## config.mk

```make
export PLATFORM = sky130hd
export DESIGN_NAME = usart_clk_core
export DESIGN_NICKNAME = d
export VERILOG_FILES = /design/src/core/usart_clk_pkg.sv /design/src/core/usart_clk_core.sv
export VERILOG_INCLUDE_DIRS = /design/src /design/src/core
export SDC_FILE = /design/constraint.sdc
export NUM_CORES = 1
export LEC_CHECK = 0
export BUFFER_PORTS_ARGS = -buffer_cell sky130_fd_sc_hd__buf_2
export CAP_MARGIN = 30
export CORE_ASPECT_RATIO = 0.6
export CORE_MARGIN = 2
export CORE_UTILIZATION = 58
export DETAILED_ROUTE_END_ITERATION = 7
export PLACE_DENSITY = 0.8
export SLEW_MARGIN = 30
export SYNTH_ARGS = -nofsm -noshare
export SYNTH_HDL_FRONTEND = slang
export SYNTH_SLANG_ARGS = --single-unit
```

## constraint.sdc

```tcl
create_clock -name clk -period 6.3 [get_ports clk]
set_input_delay 0.315 -clock clk [delete_from_list [all_inputs] [get_ports clk]]
set_output_delay 0.315 -clock clk [all_outputs]
set_load 0.05 [all_outputs]
```

## src/core/usart_clk_defines.svh

```systemverilog
// Purpose: offsets, field positions, reset values and counts for the
//          serial clock/buffer core
// Assumes: 32-bit APB data, one aligned word per register
// Notes:   included by the package and the core
`ifndef USART_CLK_DEFINES_SVH
`define USART_CLK_DEFINES_SVH

// ---------------------------------------------------------------------
// register byte offsets
// ---------------------------------------------------------------------
`define OFS_DATA        32'h0000_0000
`define OFS_STAT_A      32'h0000_0004
`define OFS_CTRL_C      32'h0000_0008
`define OFS_DIV_LOW     32'h0000_000C
`define OFS_DIV_HIGH    32'h0000_0010
`define OFS_POWER       32'h0000_0014

// ---------------------------------------------------------------------
// status/control A fields
// ---------------------------------------------------------------------
`define STA_DOUBLE      0
`define STA_RX_READY    1
`define STA_TX_EMPTY    2
`define STA_FRAME_ERR   3
`define STA_OVERRUN     4
`define STA_PARITY_ERR  5
`define STA_NINTH       6
`define STA_TX_IDLE     7

// ---------------------------------------------------------------------
// control C fields
// ---------------------------------------------------------------------
`define CTC_SYNC        0
`define CTC_POL         1
`define CTC_DIR         2
`define CTC_SIZE_LO     3
`define CTC_SIZE_HI     5
`define CTC_PAR_LO      6
`define CTC_PAR_HI      7
`define CTC_TWO_STOP    8
`define CTC_TX_EN       9
`define CTC_RX_EN       10
`define CTC_TX_NINTH    11
`define CTC_WIDTH       12

// ---------------------------------------------------------------------
// reset values and counts
// ---------------------------------------------------------------------
`define RST_CTRL_C      12'h000
`define RST_DIV         12'h000
`define RST_POWER       1'h0
`define OVS_NORMAL      4'hF
`define OVS_DOUBLE      4'h7
`define SIZE_NINE       3'h7
`define PAR_ODD         2'h3
`define ENTRY_W         12

`endif

```

## src/core/usart_clk_pkg.sv

```systemverilog
// Purpose: types for the serial clock/buffer core
// Assumes: usart_clk_defines.svh holds all numbers
// Notes:   state of the core is one packed struct
`include "usart_clk_defines.svh"

package usart_clk_pkg;

	// -----------------------------------------------------------------
	// state machines
	// -----------------------------------------------------------------
	typedef enum logic [2:0] {
		TX_IDLE   = 3'b000,
		TX_DATA   = 3'b001,
		TX_PARITY = 3'b010,
		TX_STOP1  = 3'b011,
		TX_STOP2  = 3'b100
	} tx_state_type;

	typedef enum logic [2:0] {
		RX_IDLE   = 3'b000,
		RX_DATA   = 3'b001,
		RX_PARITY = 3'b010,
		RX_STOP   = 3'b011
	} rx_state_type;

	typedef logic [`ENTRY_W-1:0] entry_type;

	// -----------------------------------------------------------------
	// whole core state
	// -----------------------------------------------------------------
	typedef struct packed {
		logic                 pready;
		logic                 pslverr;
		logic [31:0]          prdata;
		logic [11:0]          div;
		logic [11:0]          cnt;
		logic                 dbl;
		logic [`CTC_WIDTH-1:0] ctrl;
		logic                 pwr_off;
		logic                 xck_s1;
		logic                 xck_s2;
		logic                 xck_s3;
		logic                 xck_o;
		logic                 xck_oe;
		logic                 rxd_s1;
		logic                 rxd_s2;
		tx_state_type         tx_st;
		logic [3:0]           tx_ovs;
		logic [3:0]           tx_idx;
		logic [8:0]           tx_sh;
		logic                 tx_par;
		logic                 txd;
		logic [8:0]           tbuf;
		logic                 tbuf_full;
		rx_state_type         rx_st;
		logic [3:0]           rx_ovs;
		logic [3:0]           rx_idx;
		logic [8:0]           rx_sh;
		logic                 rx_par;
		logic                 pend;
		entry_type            pend_e;
		logic                 dor_carry;
		entry_type [1:0]      fifo;
		logic                 wp;
		logic                 rp;
		logic [1:0]           fcnt;
	} core_state_type;

endpackage

```

## src/core/usart_clk_core.sv

```systemverilog
// Purpose: bit-rate generator, clock modes, tx write buffer and rx fifo
//          of a serial transceiver, with an APB register slave
// Assumes: clk 100 MHz; rxd and transfer clock pin come from outside
// Notes:   one packed struct holds all state except the reset syncer
//
// Design decisions made here: the APB interface to the registers and the register addresses.
`timescale 1ns/1ps
`include "usart_clk_defines.svh"

// Function
// - counter reloads at zero or low write
// - one tick per counter zero
// - divisor is twelve bits, 0 to 4095
// - tx divides tick by 16/8/2
// - rx steps 16/8/2 states per bit
// - sync select; direction picks master or slave
// - clock pin used only when synchronous
// - double speed only affects asynchronous mode
// - double speed uses 8 rx samples
// - slave clock synchronised then edge detected
// - sample on edge opposite to change
// - polarity picks change and sample edges
// - rx buffer is two-entry circular fifo
// - error flags, ninth bit stored per entry
// - shift register holds third character
// - single tx buffer gives gapless frames
// - detect frame, overrun and parity errors
// - disabled while power reduction bit set
module usart_clk_core
	import usart_clk_pkg::*;
(
	// clock and reset
	input  wire logic        clk,
	input  wire logic        reset_n,
	// apb slave
	input  wire logic        psel,
	input  wire logic        penable,
	input  wire logic        pwrite,
	input  wire logic [31:0] paddr,
	input  wire logic [31:0] pwdata,
	output logic             pready,
	output logic [31:0]      prdata,
	output logic             pslverr,
	// serial data
	input  wire logic        rxd,
	output logic             txd,
	// transfer clock pin
	input  wire logic        transfer_clock_in,
	output logic             transfer_clock_out,
	output logic             transfer_clock_oe
);
	import usart_clk_pkg::*;

	// -----------------------------------------------------------------
	// reset release
	// -----------------------------------------------------------------
	logic rst_s1;
	logic rst_n_q;

	always_ff @(posedge clk or negedge reset_n) begin
		if (!reset_n) begin
			rst_s1  <= 1'b0;
			rst_n_q <= 1'b0;
		end else begin
			rst_s1  <= 1'b1;
			rst_n_q <= rst_s1;
		end
	end

	// -----------------------------------------------------------------
	// helpers
	// -----------------------------------------------------------------
	function automatic logic [3:0] char_bits(input logic [2:0] cs);
		if (cs == `SIZE_NINE)
			char_bits = 4'h9;
		else if (cs[2])
			char_bits = 4'h8;
		else
			char_bits = {1'b0, cs} + 4'h5;
	endfunction

	core_state_type s_q;
	core_state_type s_d;

	logic       setup;
	logic       wr;
	logic       rd;
	logic       div_low_wr;
	logic [11:0] load_val;
	logic       tick;
	logic       sync;
	logic       master;
	logic       slave;
	logic       rise;
	logic       fall;
	logic       chg;
	logic       smp;
	logic [3:0] ovs_max;
	logic       tx_bit;
	logic       rx_bit;
	logic [3:0] nbits;
	logic       par_on;
	logic       frame_done;
	logic       start_seen;
	logic       pop;
	logic       push;
	entry_type  new_e;
	entry_type  head;

	// -----------------------------------------------------------------
	// next state
	// -----------------------------------------------------------------
	always_comb begin
		s_d = s_q;
		head = s_q.fifo[s_q.rp];
		setup = psel & ~penable & ~s_q.pready;
		wr = psel & penable & s_q.pready & pwrite;
		rd = psel & penable & s_q.pready & ~pwrite;
		div_low_wr = wr && (paddr == `OFS_DIV_LOW);
		pop = rd && (paddr == `OFS_DATA) && (s_q.fcnt != 2'h0);

		// apb: one setup, one access cycle, registered answer
		s_d.pready = setup;
		s_d.pslverr = 1'b0;
		if (setup) begin
			s_d.prdata = 32'h0000_0000;
			unique case (paddr)
				`OFS_DATA:
					s_d.prdata[7:0] = head[7:0];
				`OFS_STAT_A: begin
					s_d.prdata[`STA_DOUBLE] = s_q.dbl;
					s_d.prdata[`STA_RX_READY] = s_q.fcnt != 2'h0;
					s_d.prdata[`STA_TX_EMPTY] = ~s_q.tbuf_full;
					s_d.prdata[`STA_FRAME_ERR] = head[9];
					s_d.prdata[`STA_OVERRUN] = head[10];
					s_d.prdata[`STA_PARITY_ERR] = head[11];
					s_d.prdata[`STA_NINTH] = head[8];
					s_d.prdata[`STA_TX_IDLE] = s_q.tx_st == TX_IDLE;
				end
				`OFS_CTRL_C:
					s_d.prdata[`CTC_WIDTH-1:0] = s_q.ctrl;
				`OFS_DIV_LOW:
					s_d.prdata[7:0] = s_q.div[7:0];
				`OFS_DIV_HIGH:
					s_d.prdata[3:0] = s_q.div[11:8];
				`OFS_POWER:
					s_d.prdata[0] = s_q.pwr_off;
				default:
					s_d.pslverr = 1'b1;
			endcase
		end

		// register writes
		if (wr) begin
			unique case (paddr)
				`OFS_STAT_A:
					s_d.dbl = pwdata[`STA_DOUBLE];
				`OFS_CTRL_C:
					s_d.ctrl = pwdata[`CTC_WIDTH-1:0];
				`OFS_DIV_LOW:
					s_d.div[7:0] = pwdata[7:0];
				`OFS_DIV_HIGH:
					s_d.div[11:8] = pwdata[3:0];
				`OFS_POWER:
					s_d.pwr_off = pwdata[0];
				default: ;
			endcase
		end

		// pin synchronisers; stage one feeds stage two only
		s_d.xck_s1 = transfer_clock_in;
		s_d.xck_s2 = s_q.xck_s1;
		s_d.xck_s3 = s_q.xck_s2;
		s_d.rxd_s1 = rxd;
		s_d.rxd_s2 = s_q.rxd_s1;

		// bit-rate generator
		load_val = div_low_wr ? {s_q.div[11:8], pwdata[7:0]} : s_q.div;
		tick = (s_q.cnt == 12'h000) & ~s_q.pwr_off;
		if (s_q.pwr_off)
			s_d.cnt = s_q.div;
		else if (s_q.cnt == 12'h000 || div_low_wr)
			s_d.cnt = load_val;
		else
			s_d.cnt = s_q.cnt - 12'h001;

		// clock modes
		sync = s_q.ctrl[`CTC_SYNC];
		master = sync & s_q.ctrl[`CTC_DIR];
		slave = sync & ~s_q.ctrl[`CTC_DIR];
		s_d.xck_oe = master & ~s_q.pwr_off;
		if (master && tick)
			s_d.xck_o = ~s_q.xck_o;
		else if (!master)
			s_d.xck_o = 1'b0;
		// slave edges come from the second stage and its delayed copy
		rise = (master & tick & ~s_q.xck_o)
			| (slave & s_q.xck_s2 & ~s_q.xck_s3 & ~s_q.pwr_off);
		fall = (master & tick & s_q.xck_o)
			| (slave & ~s_q.xck_s2 & s_q.xck_s3 & ~s_q.pwr_off);
		chg = s_q.ctrl[`CTC_POL] ? fall : rise;
		smp = s_q.ctrl[`CTC_POL] ? rise : fall;
		ovs_max = s_q.dbl ? `OVS_DOUBLE : `OVS_NORMAL;

		nbits = char_bits(s_q.ctrl[`CTC_SIZE_HI:`CTC_SIZE_LO]);
		par_on = s_q.ctrl[`CTC_PAR_HI];

		// transmitter
		tx_bit = sync ? chg : (tick && s_q.tx_ovs == ovs_max);
		if (!sync && tick)
			s_d.tx_ovs = (s_q.tx_ovs == ovs_max) ? 4'h0 : s_q.tx_ovs + 4'h1;
		if (wr && paddr == `OFS_DATA) begin
			s_d.tbuf = {s_q.ctrl[`CTC_TX_NINTH], pwdata[7:0]};
			s_d.tbuf_full = 1'b1;
		end
		if (!s_q.ctrl[`CTC_TX_EN] || s_q.pwr_off) begin
			s_d.tx_st = TX_IDLE;
			s_d.txd = 1'b1;
		end else if (tx_bit) begin
			unique case (s_q.tx_st)
				TX_IDLE: begin
					// start bit straight after last stop: no gap
					if (s_q.tbuf_full) begin
						s_d.txd = 1'b0;
						s_d.tx_sh = s_q.tbuf;
						s_d.tx_idx = 4'h0;
						s_d.tx_par = s_q.ctrl[`CTC_PAR_LO];
						s_d.tx_st = TX_DATA;
						if (!(wr && paddr == `OFS_DATA))
							s_d.tbuf_full = 1'b0;
					end else begin
						s_d.txd = 1'b1;
					end
				end
				TX_DATA: begin
					s_d.txd = s_q.tx_sh[0];
					s_d.tx_par = s_q.tx_par ^ s_q.tx_sh[0];
					s_d.tx_sh = {1'b0, s_q.tx_sh[8:1]};
					s_d.tx_idx = s_q.tx_idx + 4'h1;
					if (s_q.tx_idx == nbits - 4'h1)
						s_d.tx_st = par_on ? TX_PARITY : TX_STOP1;
				end
				TX_PARITY: begin
					s_d.txd = s_q.tx_par;
					s_d.tx_st = TX_STOP1;
				end
				TX_STOP1: begin
					s_d.txd = 1'b1;
					s_d.tx_st = s_q.ctrl[`CTC_TWO_STOP] ? TX_STOP2 : TX_IDLE;
				end
				TX_STOP2: begin
					s_d.txd = 1'b1;
					s_d.tx_st = TX_IDLE;
				end
				default:
					s_d.tx_st = TX_IDLE;
			endcase
		end

		// receiver: async counts ovs_max+1 ticks per bit, sync uses edges
		frame_done = 1'b0;
		start_seen = 1'b0;
		rx_bit = sync ? smp : (tick && s_q.rx_ovs == ovs_max);
		if (!s_q.ctrl[`CTC_RX_EN] || s_q.pwr_off) begin
			s_d.rx_st = RX_IDLE;
			s_d.rx_ovs = 4'h0;
		end else if (s_q.rx_st == RX_IDLE) begin
			if (sync) begin
				start_seen = smp & ~s_q.rxd_s2;
			end else if (tick) begin
				// half a bit of low line confirms the start bit
				if (s_q.rxd_s2)
					s_d.rx_ovs = 4'h0;
				else if (s_q.rx_ovs == {1'b0, ovs_max[3:1]}) begin
					start_seen = 1'b1;
					s_d.rx_ovs = 4'h0;
				end else
					s_d.rx_ovs = s_q.rx_ovs + 4'h1;
			end
			if (start_seen) begin
				s_d.rx_st = RX_DATA;
				s_d.rx_idx = 4'h0;
				s_d.rx_sh = 9'h000;
				s_d.rx_par = s_q.ctrl[`CTC_PAR_LO];
			end
		end else begin
			if (!sync && tick)
				s_d.rx_ovs = (s_q.rx_ovs == ovs_max) ? 4'h0
					: s_q.rx_ovs + 4'h1;
			if (rx_bit) begin
				unique case (s_q.rx_st)
					RX_DATA: begin
						s_d.rx_sh[s_q.rx_idx] = s_q.rxd_s2;
						s_d.rx_par = s_q.rx_par ^ s_q.rxd_s2;
						s_d.rx_idx = s_q.rx_idx + 4'h1;
						if (s_q.rx_idx == nbits - 4'h1)
							s_d.rx_st = par_on ? RX_PARITY : RX_STOP;
					end
					RX_PARITY: begin
						s_d.rx_par = s_q.rx_par ^ s_q.rxd_s2;
						s_d.rx_st = RX_STOP;
					end
					RX_STOP: begin
						frame_done = 1'b1;
						s_d.rx_st = RX_IDLE;
					end
					default:
						s_d.rx_st = RX_IDLE;
				endcase
			end
		end
		// entry: parity error, overrun, frame error, ninth bit, data
		new_e = {par_on & s_q.rx_par, s_q.dor_carry,
			~s_q.rxd_s2, s_q.rx_sh};

		// a new start while the third level is held loses it
		if (start_seen && s_q.pend) begin
			s_d.pend = 1'b0;
			s_d.dor_carry = 1'b1;
		end

		// receive fifo with shift register as third level
		push = 1'b0;
		s_d.fifo = s_q.fifo;
		if (s_q.pend && !(start_seen) && (s_q.fcnt != 2'h2 || pop)) begin
			push = 1'b1;
			s_d.fifo[s_q.wp] = s_q.pend_e;
			s_d.pend = 1'b0;
		end else if (frame_done) begin
			if (s_q.fcnt != 2'h2 || pop) begin
				push = 1'b1;
				s_d.fifo[s_q.wp] = new_e;
			end else begin
				s_d.pend = 1'b1;
				s_d.pend_e = new_e;
			end
			s_d.dor_carry = 1'b0;
		end
		if (push)
			s_d.wp = ~s_q.wp;
		if (pop)
			s_d.rp = ~s_q.rp;
		s_d.fcnt = s_q.fcnt + {1'b0, push} - {1'b0, pop};
	end

	// -----------------------------------------------------------------
	// state register
	// -----------------------------------------------------------------
	always_ff @(posedge clk or negedge rst_n_q) begin
		if (!rst_n_q) begin
			s_q <= '0;
			s_q.div <= `RST_DIV;
			s_q.cnt <= `RST_DIV;
			s_q.ctrl <= `RST_CTRL_C;
			s_q.pwr_off <= `RST_POWER;
			s_q.txd <= 1'b1;
			s_q.rxd_s1 <= 1'b1;
			s_q.rxd_s2 <= 1'b1;
		end else begin
			s_q <= s_d;
		end
	end

	assign pready = s_q.pready;
	assign prdata = s_q.prdata;
	assign pslverr = s_q.pslverr;
	assign txd = s_q.txd;
	assign transfer_clock_out = s_q.xck_o;
	assign transfer_clock_oe = s_q.xck_oe;
endmodule

```

* Yosys cells after proc, flatten, opt, wreduce, memory -nomap -nowiden *
Index checks and enable logic that the tools add are counted.

word-level totals
  bits in registers = 156
  input port bits = 71
  output and inout port bits = 37
  logic and storage cells = 261

operators by class
  add/subtract/negate cells = 9
  $lt $le $gt $ge = 5
  eq/ne operators = 28
  muxes and demuxes = 86
  bitwise operators = 41
  reductions and logical operators = 53

operators by type and width
  kind                 number
  $eq 32x4->1 const B  2
  $eq 32x5->1 const B  2
  $mux 12              5
  $bwmux 24            2
  $mux 24              2
  $mux 4               11
  $mux 14              3
  $mux 1               38
  $mux 38              1
  $mux 33              1
  $eq 32x3->1 const B  1
  $logic_not 32->1     1
  $pmux 14 s2          1
  $mux 13              2
  $mux 3               8
  $and 1x1->1          21
  $mux 21              1
  $add 4x1->4 const B  4
  $eq 4x4->1           4
  $not 1->1            16
  $pmux 4 s4           1
  $reduce_bool 2->1    8
  $pmux 3 s5           1
  $reduce_and 2->1     7
  40 further kinds     79

* Logic depth before layout (Yosys ltp) *
Gate-level depths: netlist (run 1).

  word-level depth = 19
  gate-level depth with buffers = 14

* Worst setup path before layout (run 1) *
OpenSTA, ideal clock, no wires.

  path kind = reg-to-reg
  start point = register s_q[116] in the netlist's numbering
  end point = register s_q[1] in the netlist's numbering
  data arrival time = 2731 ps
  data required time = 6220 ps
  path slack = 3489 ps
  cell stages (with the launch flop) = 15
  period minus slack after synthesis = 2811 ps
  cells stage by stage = dfrtp_1 inv_1 ha_1 nor3b_1 nand4_1 o21ai_2 a21o_1 a21boi_1 clkbuf_1 o21ai_0 ha_1 inv_1 ha_1 xnor2_1 xnor2_1

RTL lines
  what             line                  source
  start, declared  usart_clk_core.sv:82  core_state_type s_q;

==> results of run 1 <==
==> registers in the layout, summed over array words and instances (netlist names) <==
register and count:
rst_n_q 1, pslverr 1, new_e 10, par_on 1
pready 1, prdata 12, rst_s1 1, txd 1
s_q 122, transfer_clock_out 1, s_d 3, transfer_clock_oe 1
==> cell usage after synthesis (all sizes together), types with 7 or more instances <==
cell type    n
xor2        12
nor2        60
buf         44
nor3b       12
mux2i       26
o22a        15
nor2b       10
xnor2       16
nor4        17
a31oi       19
nand2       85
a221o        9
mux2        63
clkbuf      28
ha          18
o21ai       53
nand2b       7
nand3       17
dfrtp      152
nand4       24
nand3b      11
inv         21
nor3        11
a21oi       20
==> cells by family after synthesis <==
family	after synthesis
compound gates	152
mux	91
simple gates	274
flops	155
buf+inv	93
other cells	2
fa+ha+maj	18
xor+xnor	28
==> metrics by stage <==
stage	setup WS (ns)	util, %	total power, mW	instance area [um2]	instances
floorplan	1.67	-	1.11	8410	832
global placement	2.96	62.3	1.13	8610	1023
detailed placement	2.77	62.5	1.13	8650	1024
CTS	2.69	67.1	2.17	9280	1059
global route	2.45	67.3	2.23	9310	1060
finish	2.60	67.3	2.17	9310	1060
==> layer usage <==
| layer | part of all wire [%] | GRT usage [%] | wire [um] |
|---|---|---|---|
| met1 | 46 | 42.7 | 9840 |
| met2 | 41 | 39.4 | 8790 |
| met3 | 10 | 9.26 | 2170 |
| met4 | 2.1 | 7.76 | 442 |
| met5 | 0 | 0 | 0 |
==> worst max-delay path by stage <==
stage / from / to / cells past startpoint
floorplan: rst_n_q$_DFF_PN0_ / new_e[0]$_DFFE_PN0P_ / 0
global placement: s_q[61]$_DFFE_PN0P_ / s_q[27]$_DFFE_PN0P_ / 9
detailed placement: s_q[60]$_DFFE_PN0P_ / s_q[1]$_DFF_PN0_ / 12
CTS: s_q[116]$_DFF_PN0_ / s_q[1]$_DFF_PN0_ / 13
global route: s_q[116]$_DFF_PN0_ / new_e[4]$_DFFE_PN0P_ / 10
finish: s_q[116]$_DFF_PN0_ / s_q[1]$_DFF_PN0_ / 13
==> area by class of cell <==
type / instances / share of cell area, %
well taps: 192 / 2.58
multi-input cells: 584 / 43.6
repair buffers: 76 / 4.74
clock buffers: 20 / 4.90
inverters: 21 / 0.846
flip-flops and latches: 155 / 41.7
clock inverters: 12 / 1.57
==> critical path: cells and delay by family (launching register included) <==
kind,cells,cell delay (ns)
buffers and inverters,2,0.15
and+or+nand+nor,4,1.50
xor gates and xnor gates,2,0.29
AOI/OAI and AO/OA,2,0.51
DFF,1,0.40
adders and majority gates,3,0.77
==> repair_timing <==
| item | 4_1_cts | 5_1_grt |
|---|---|---|
| endpoints found under the hold margin | 4 | 0 |
| resized for setup | 0 | 0 |
| buffers inserted | 0 | 0 |
| hold buffers | 3 | 0 |
| setup endpoints to repair | 0 | 0 |
==> power by group through the flow <==
stage	registers [mW]	clock network, mW	logic [mW]
finish	1.01	1.05	0.105
global route	1.01	1.10	0.113
CTS	1.01	1.06	0.105
detailed placement	1.03	0	0.103
global placement	1.04	0	0.0943
floorplan	1.04	0	0.0706
==> summary.txt, run 1 <==
Run status
  – Status: finished, final reports clean

Min path
  – Worst hold path class: in2reg
  – HP Start: pwdata[8]
  – Hold EP: s_q[111]$_DFFE_PN0P_
  – Hold Path Depth: 2

GRT
  – Total grt overflow: 0
  – Initial antenna violation count: 0
  – Vias in the first global route: 6,277
  – Total global-route track usage: 28.4%
  – First-pass GRT wire length: 34.3 mm
  – Largest net degree at the start of global routing: 77

Placement
  – PortBufs: 67
  – GPL Wtd Cong: 0.848
  – Detail Placement HPWL: 14.4 mm

Clock tree
  – # H-tree levels: 4
  – CTS root buf: clkbuf_16
  – CTS tree: yes
  – Total clock sinks: 155
  – Worst-skew pair later-pin latency: 0.42 ns
  – Worst-path clk slew: 0.06 ns
  – CTS Buffer Depth: 2
  – CTS buffer count: 17

Detailed routing
  – Drt drc: 0
  – Routed WL: 21.2 mm
  – Initial DRC Count: 593
  – Vias per cell: 6.21
  – Antenna-violating nets left: 0
  – WL/cell: 20.0 um
  – DRT Pass-1 Iters: 6
  – Vias: 6,583

Logic synthesis
  – Ys flop type: dfrtp_1
  – Compound-Gate Fraction of Synth Area: 12.1%
  – Seq cells post-synth: 155
  – Syn Inst Count: 813
  – Mux cell area share after synthesis: 12.2%
  – Post-synth EDFFs: 0
  – Ys Warns: 0
  – Syn Area/Cell: 10.3 um2
  – Post-synth top area cell: dfrtp_1
  – Synth Area in XOR/XNOR: 2.94%
  – Sequential-to-total area share from yosys stat: 46.6%
  – Area fraction of the dominant cell type after synthesis: 45.6%
  – Largest family of logic cells by synthesized area: simple AND/OR/NAND/NOR gates
  – Post-Synth Simple-Gate Area: 17.5%
  – Post-Syn Area: 8340 um2
  – Synth Area in Adders: 2.70%
  – Post-synth cell types: 67
  – Async set or reset register ratio after synthesis: 100%
  – Area contributors post-synth: dfrtp_1 46%, mux2_2 8.5%, nand2_1 3.8%

Worst setup path
  – WP data arrival: 4.05 ns
  – Required @ worst endpoint: 6.64 ns
  – Worst setup path category: reg2reg
  – CP Max Fanout: 6
  – FF-to-FF setup slack: 2.60 ns
  – Nature of the critical path startpoint: register
  – Cells along the critical path: inv_1 > ha_1 > nor3b_1 > nand4_2 > nor2_2 > a21oi_2 > nor3_1 > o21ai_0 > ha_1 > inv_1 > ha_1 > xnor2_1 > xnor2_1
  – Most frequent CP cell: ha_1
  – Worst Reg-to-Reg Cells: 13
  – Reg2reg end: s_q[1]$_DFF_PN0_
  – Crit path largest cell delay: 0.54 ns
  – Crit end category: register
  – Worst flop-to-flop path startpoint: s_q[116]$_DFF_PN0_
  – Worst path slowest cell: nor3b_1

STA
  – RSZ-0062 raised after global routing: no
  – Final period util: 58.8%
  – Worst hold slack: 0.119 ns
  – Slew @ Worst Pin: 0.961 ns
  – Fin. Hold Viols: 0
  – Clock skew: 0.0117 ns
  – Setup TNS: 0 ns
  – Final setup vio count: 0
  – Slew Limit Fails: 0
  – Max Freq: 270 MHz
  – Max-slew headroom: 35.1%
  – Min Tclk post-route: 3.70 ns

Final layout
  – Reg area: 3890 um2
  – Area grow syn2layout: 11.7%
  – Fill cells: 1,022
  – Antenna Cells: 0
  – Most frequent cells in the layout: 151 x dfrtp_1, 85 x nand2_1, 67 x buf_2
  – Final net count: 944
  – Area of the multi-input gates: 4060 um2
  – Fraction of layout cells with a size suffix above 1: 22.2%
  – Most common library cell in the layout ignoring fill and taps: dfrtp_1

Floorplanning
  – Initial Util: 60.3%
  – CORE AREA: 13,800 um2
  – Die footprint: 15,400 um2
  – Boundary pin count: 108
  – Die Span X: 159 um
  – Num rows: 33
  – Die height: 96.9 um

Run
  – Max_cap viols: 0

Pwr
  – Int Power: 1.67 mW
  – Static Leak: 4.20 nW
  – Net Sw Frac: 23.1%
  – P_sw: 502 uW
  – Sequential Power Share: 46.6%
  – Max VDD drop: 0.000155 V
  – Gate power share: 4.8%
  – Clk pwr share: 48.6%
  – Power Density: 233 nW/um2
Note: power is estimated with default switching activity, not from simulation.
==> run 2, diff against run 1 <==
--- a/config.mk
+++ b/config.mk
@@ -6,13 +6,14 @@
 export SDC_FILE = /design/constraint.sdc
 export NUM_CORES = 1
 export LEC_CHECK = 0
+export ABC_AREA = 1
 export BUFFER_PORTS_ARGS = -buffer_cell sky130_fd_sc_hd__buf_2
 export CAP_MARGIN = 30
 export CORE_ASPECT_RATIO = 0.6
 export CORE_MARGIN = 2
-export CORE_UTILIZATION = 58
+export CORE_UTILIZATION = 53
 export DETAILED_ROUTE_END_ITERATION = 7
-export PLACE_DENSITY = 0.8
+export PLACE_DENSITY = 0.77
 export SLEW_MARGIN = 30
 export SYNTH_ARGS = -nofsm -noshare
 export SYNTH_HDL_FRONTEND = slang
==> constraint.sdc (replaced) <==
create_clock -name clk -period 3.03 [get_ports clk]
set_input_delay 0.1515 -clock clk [delete_from_list [all_inputs] [get_ports clk]]
set_output_delay 0.1515 -clock clk [all_outputs]
set_load 0.05 [all_outputs]
==> run 2 against run 1 <==
Compared with the run above:
- hold slack worse by 0.098 ns
- register-to-register slack worse by 2.3 ns
- non-clock buffer count is 16 higher
- global-route usage is 1.6 points lower
- die area is 16% higher
- setup slack worse by 2.3 ns
- cell count is 38% higher
- critical endpoint is now new_e[3]$_DFFE_PN0P_
- count of clock-buffer cells in the layout is 3 lower
- design area is 7.1% higher
- largest power group unchanged
==> summary.txt, run 2 <==
STA
  – RSZ-0062 raised after global routing: no
  – Clock skew: 0.0128 ns
  – Fin. Hold Viols: 0
  – Slew Limit Fails: 0
  – Max Freq: 361 MHz
  – Min Tclk post-route: 2.77 ns
  – Final setup vio count: 0
  – Final period util: 91.4%
  – Slew @ Worst Pin: 0.731 ns
  – Max-slew headroom: 51.3%
  – Setup TNS: 0 ns

Final layout
  – Fin util: 61.1%
  – Most common library cell in the layout ignoring fill and taps: nand2_1
  – Cell area after layout: 9970 um2
  – Antenna Cells: 0
  – Fraction of layout cells with a size suffix above 1: 13.7%
  – Largest register by flop count: s_q
  – Area grow syn2layout: 12.4%
  – Max FFs per register: 122
  – Final net count: 1,306
  – Most frequent cells in the layout: 351 x nand2_1, 151 x dfrtp_1, 124 x inv_1

Logic synthesis
  – Area fraction of the dominant cell type after synthesis: 42.9%
  – Syn Area/Cell: 7.67 um2
  – Ys flop type: dfrtp_1
  – Most frequent cell after synthesis: nand2_1
  – Sequential-to-total area share from yosys stat: 43.8%
  – Post-synth cell types: 51
  – Syn Inst Count: 1,157
  – Post-synth EDFFs: 0
  – Most frequent cells after synthesis: 351 x nand2_1, 152 x dfrtp_1, 124 x inv_1, 101 x nor2_1, 91 x o21ai_0
  – Seq cells post-synth: 155
  – Area contributors post-synth: dfrtp_1 43%, nand2_1 15%, inv_1 5.2%
  – Ys Warns: 0
  – Async set or reset register ratio after synthesis: 100%
  – Post-synth top area cell: dfrtp_1
  – Post-Syn Area: 8870 um2

Pwr
  – Max VDD drop: 0.000266 V
  – Power Density: 462 nW/um2
  – Total Power: 4.61 mW
  – Static Leak: 4.93 nW

Run status
  – Status: finished, final reports clean

Detailed routing
  – DRT Pass-1 Iters: 5
  – Vias per cell: 5.44
  – WL/cell: 15.8 um
  – Initial DRC Count: 955
  – Routed WL: 23.0 mm
  – Antenna-violating nets left: 0
  – Vias: 7,934
  – Drt drc: 0

Floorplanning
  – Die Span X: 171 um
  – Die footprint: 17,800 um2
  – Num rows: 36
  – Die height: 104 um
  – Boundary pin count: 108
  – CORE AREA: 16,300 um2
  – Initial Util: 54.4%

Worst setup path
  – Required @ worst endpoint: 3.37 ns
  – Worst setup path category: reg2reg
  – FF-to-FF setup slack: 0.26 ns
  – Worst Reg-to-Reg Cells: 13
  – Nature of the critical path startpoint: register
  – WP data arrival: 3.11 ns
  – Reg2reg end: new_e[3]$_DFFE_PN0P_
  – CP Max Fanout: 29
  – Crit end category: register
  – Worst flop-to-flop path startpoint: s_q[116]$_DFF_PN0_

Clock tree
  – CTS buffer count: 17
  – Setup bufs post-CTS: 0
  – Total clock sinks: 155
  – Worst-path clk slew: 0.07 ns
  – # H-tree levels: 4
  – CTS tree: yes
  – Worst-skew pair later-pin latency: 0.43 ns
  – CTS Buffer Depth: 2
  – CTS root buf: clkbuf_16

Placement
  – GPL Wtd Cong: 0.931
  – PortBufs: 67
  – DP Area: 9270 um2
  – Detail Placement HPWL: 16.3 mm

GRT
  – Vias in the first global route: 7,265
  – Initial antenna violation count: 0
  – Total global-route track usage: 26.8%
  – Gr busiest metal: met1
  – Met2 usage: 36.3%
  – Largest net degree at the start of global routing: 67
  – M1 GR Usage: 42.8%
  – Routing usage on met3: 5.82%
  – First-pass GRT wire length: 37.4 mm
  – Total grt overflow: 0

Min path
  – Worst hold path class: in2async

Run
  – Max_cap viols: 0
run 2: changes by cell type after synthesis, moves of 27 or more:
cell,before,now
nand2_1,85,351
inv_1,21,124
nor2_1,56,101
nand3_1,17,44
mux2_2,63,8
o21ai_0,38,91
run 2: layout make-up:
class	count	area, um2
inverters	128	480
clock inverters	15	201
repair buffers	92	566
multi-input cells	823	4130
fillers	1441	6340
flip-flops and latches	155	3890
well taps	228	285
clock buffers	17	425
run 2: routing by layer:
layer / share of wire (%) / vias up / wire length [um]
li1: - / 3783 / -
met1: 48 / 3732 / 11100
met2: 40 / 385 / 9180
met3: 11 / 34 / 2440
met4: 1.4 / 0 / 312
met5: 0 / - / 0
run 2: cell families (layout without fill, tap and decap cells):
kind of cell	after synthesis	in the layout	synth area share, %
AND/OR/NAND/NOR	583	583	28.5
buffers and inverters	198	252	10.5
AO/OA/AOI/OAI	160	160	10.2
flip-flops	155	155	43.8
XOR/XNOR	25	25	2.47
adder cells (fa/ha/maj)	18	18	2.54
multiplexers	16	16	1.92
other	2	21	0.0847
run 2: repair_timing:
action / 4_1_cts / 5_1_grt
hold buffers: 7 / 0
hold endpoints to repair: 8 / 0
gates resized for setup: 0 / 0
run 2: power breakdown:
part           switching [mW]  internal [mW]  total, mW
logic                   0.160         0.0531      0.213
clock network           0.964           1.33       2.30
registers              0.0177           2.08       2.10
total                    1.14           3.47       4.61
run 2: metrics by stage:
step	hold slack (ns)	std cells	worst slack, ns
2_1_floorplan	-0.144	1176	0.465
3_3_place_gp	-0.0620	1419	0.405
3_5_place_dp	-0.0614	1419	0.298
4_1_cts	0.0156	1458	0.275
5_1_grt	0.0180	1458	0.00338
6_report	0.0215	1458	0.260
run 2: worst max-delay path by stage:
| stage | end | cells past startpoint | slack, ns | startpoint |
|---|---|---|---|---|
| 2_1_floorplan | new_e[0]$_DFFE_PN0P_ | 0 | 0.46 | rst_n_q$_DFF_PN0_ |
| 3_3_place_gp | new_e[7]$_DFFE_PN0P_ | 13 | 0.40 | s_q[116]$_DFF_PN0_ |
| 3_5_place_dp | new_e[4]$_DFFE_PN0P_ | 13 | 0.30 | s_q[116]$_DFF_PN0_ |
| 4_1_cts | new_e[3]$_DFFE_PN0P_ | 13 | 0.28 | s_q[116]$_DFF_PN0_ |
| 5_1_grt | new_e[6]$_DFFE_PN0P_ | 13 | 0.003 | s_q[116]$_DFF_PN0_ |
| 6_report | new_e[3]$_DFFE_PN0P_ | 13 | 0.26 | s_q[116]$_DFF_PN0_ |
run 2: critical path, stage by stage, from the launching register on:
cell and delay (ns):
dfrtp_1 0.36, inv_1 0.13, ha_1 0.17, nand2_1 0.06, nor2_2 0.25, nand4_1 0.20
nand3_1 0.11, nand2_1 0.13, nand2_1 0.11, nand3_1 0.08, buf_4 0.25, nand2_1 0.34
nand3_2 0.25, o21ai_0 0.24
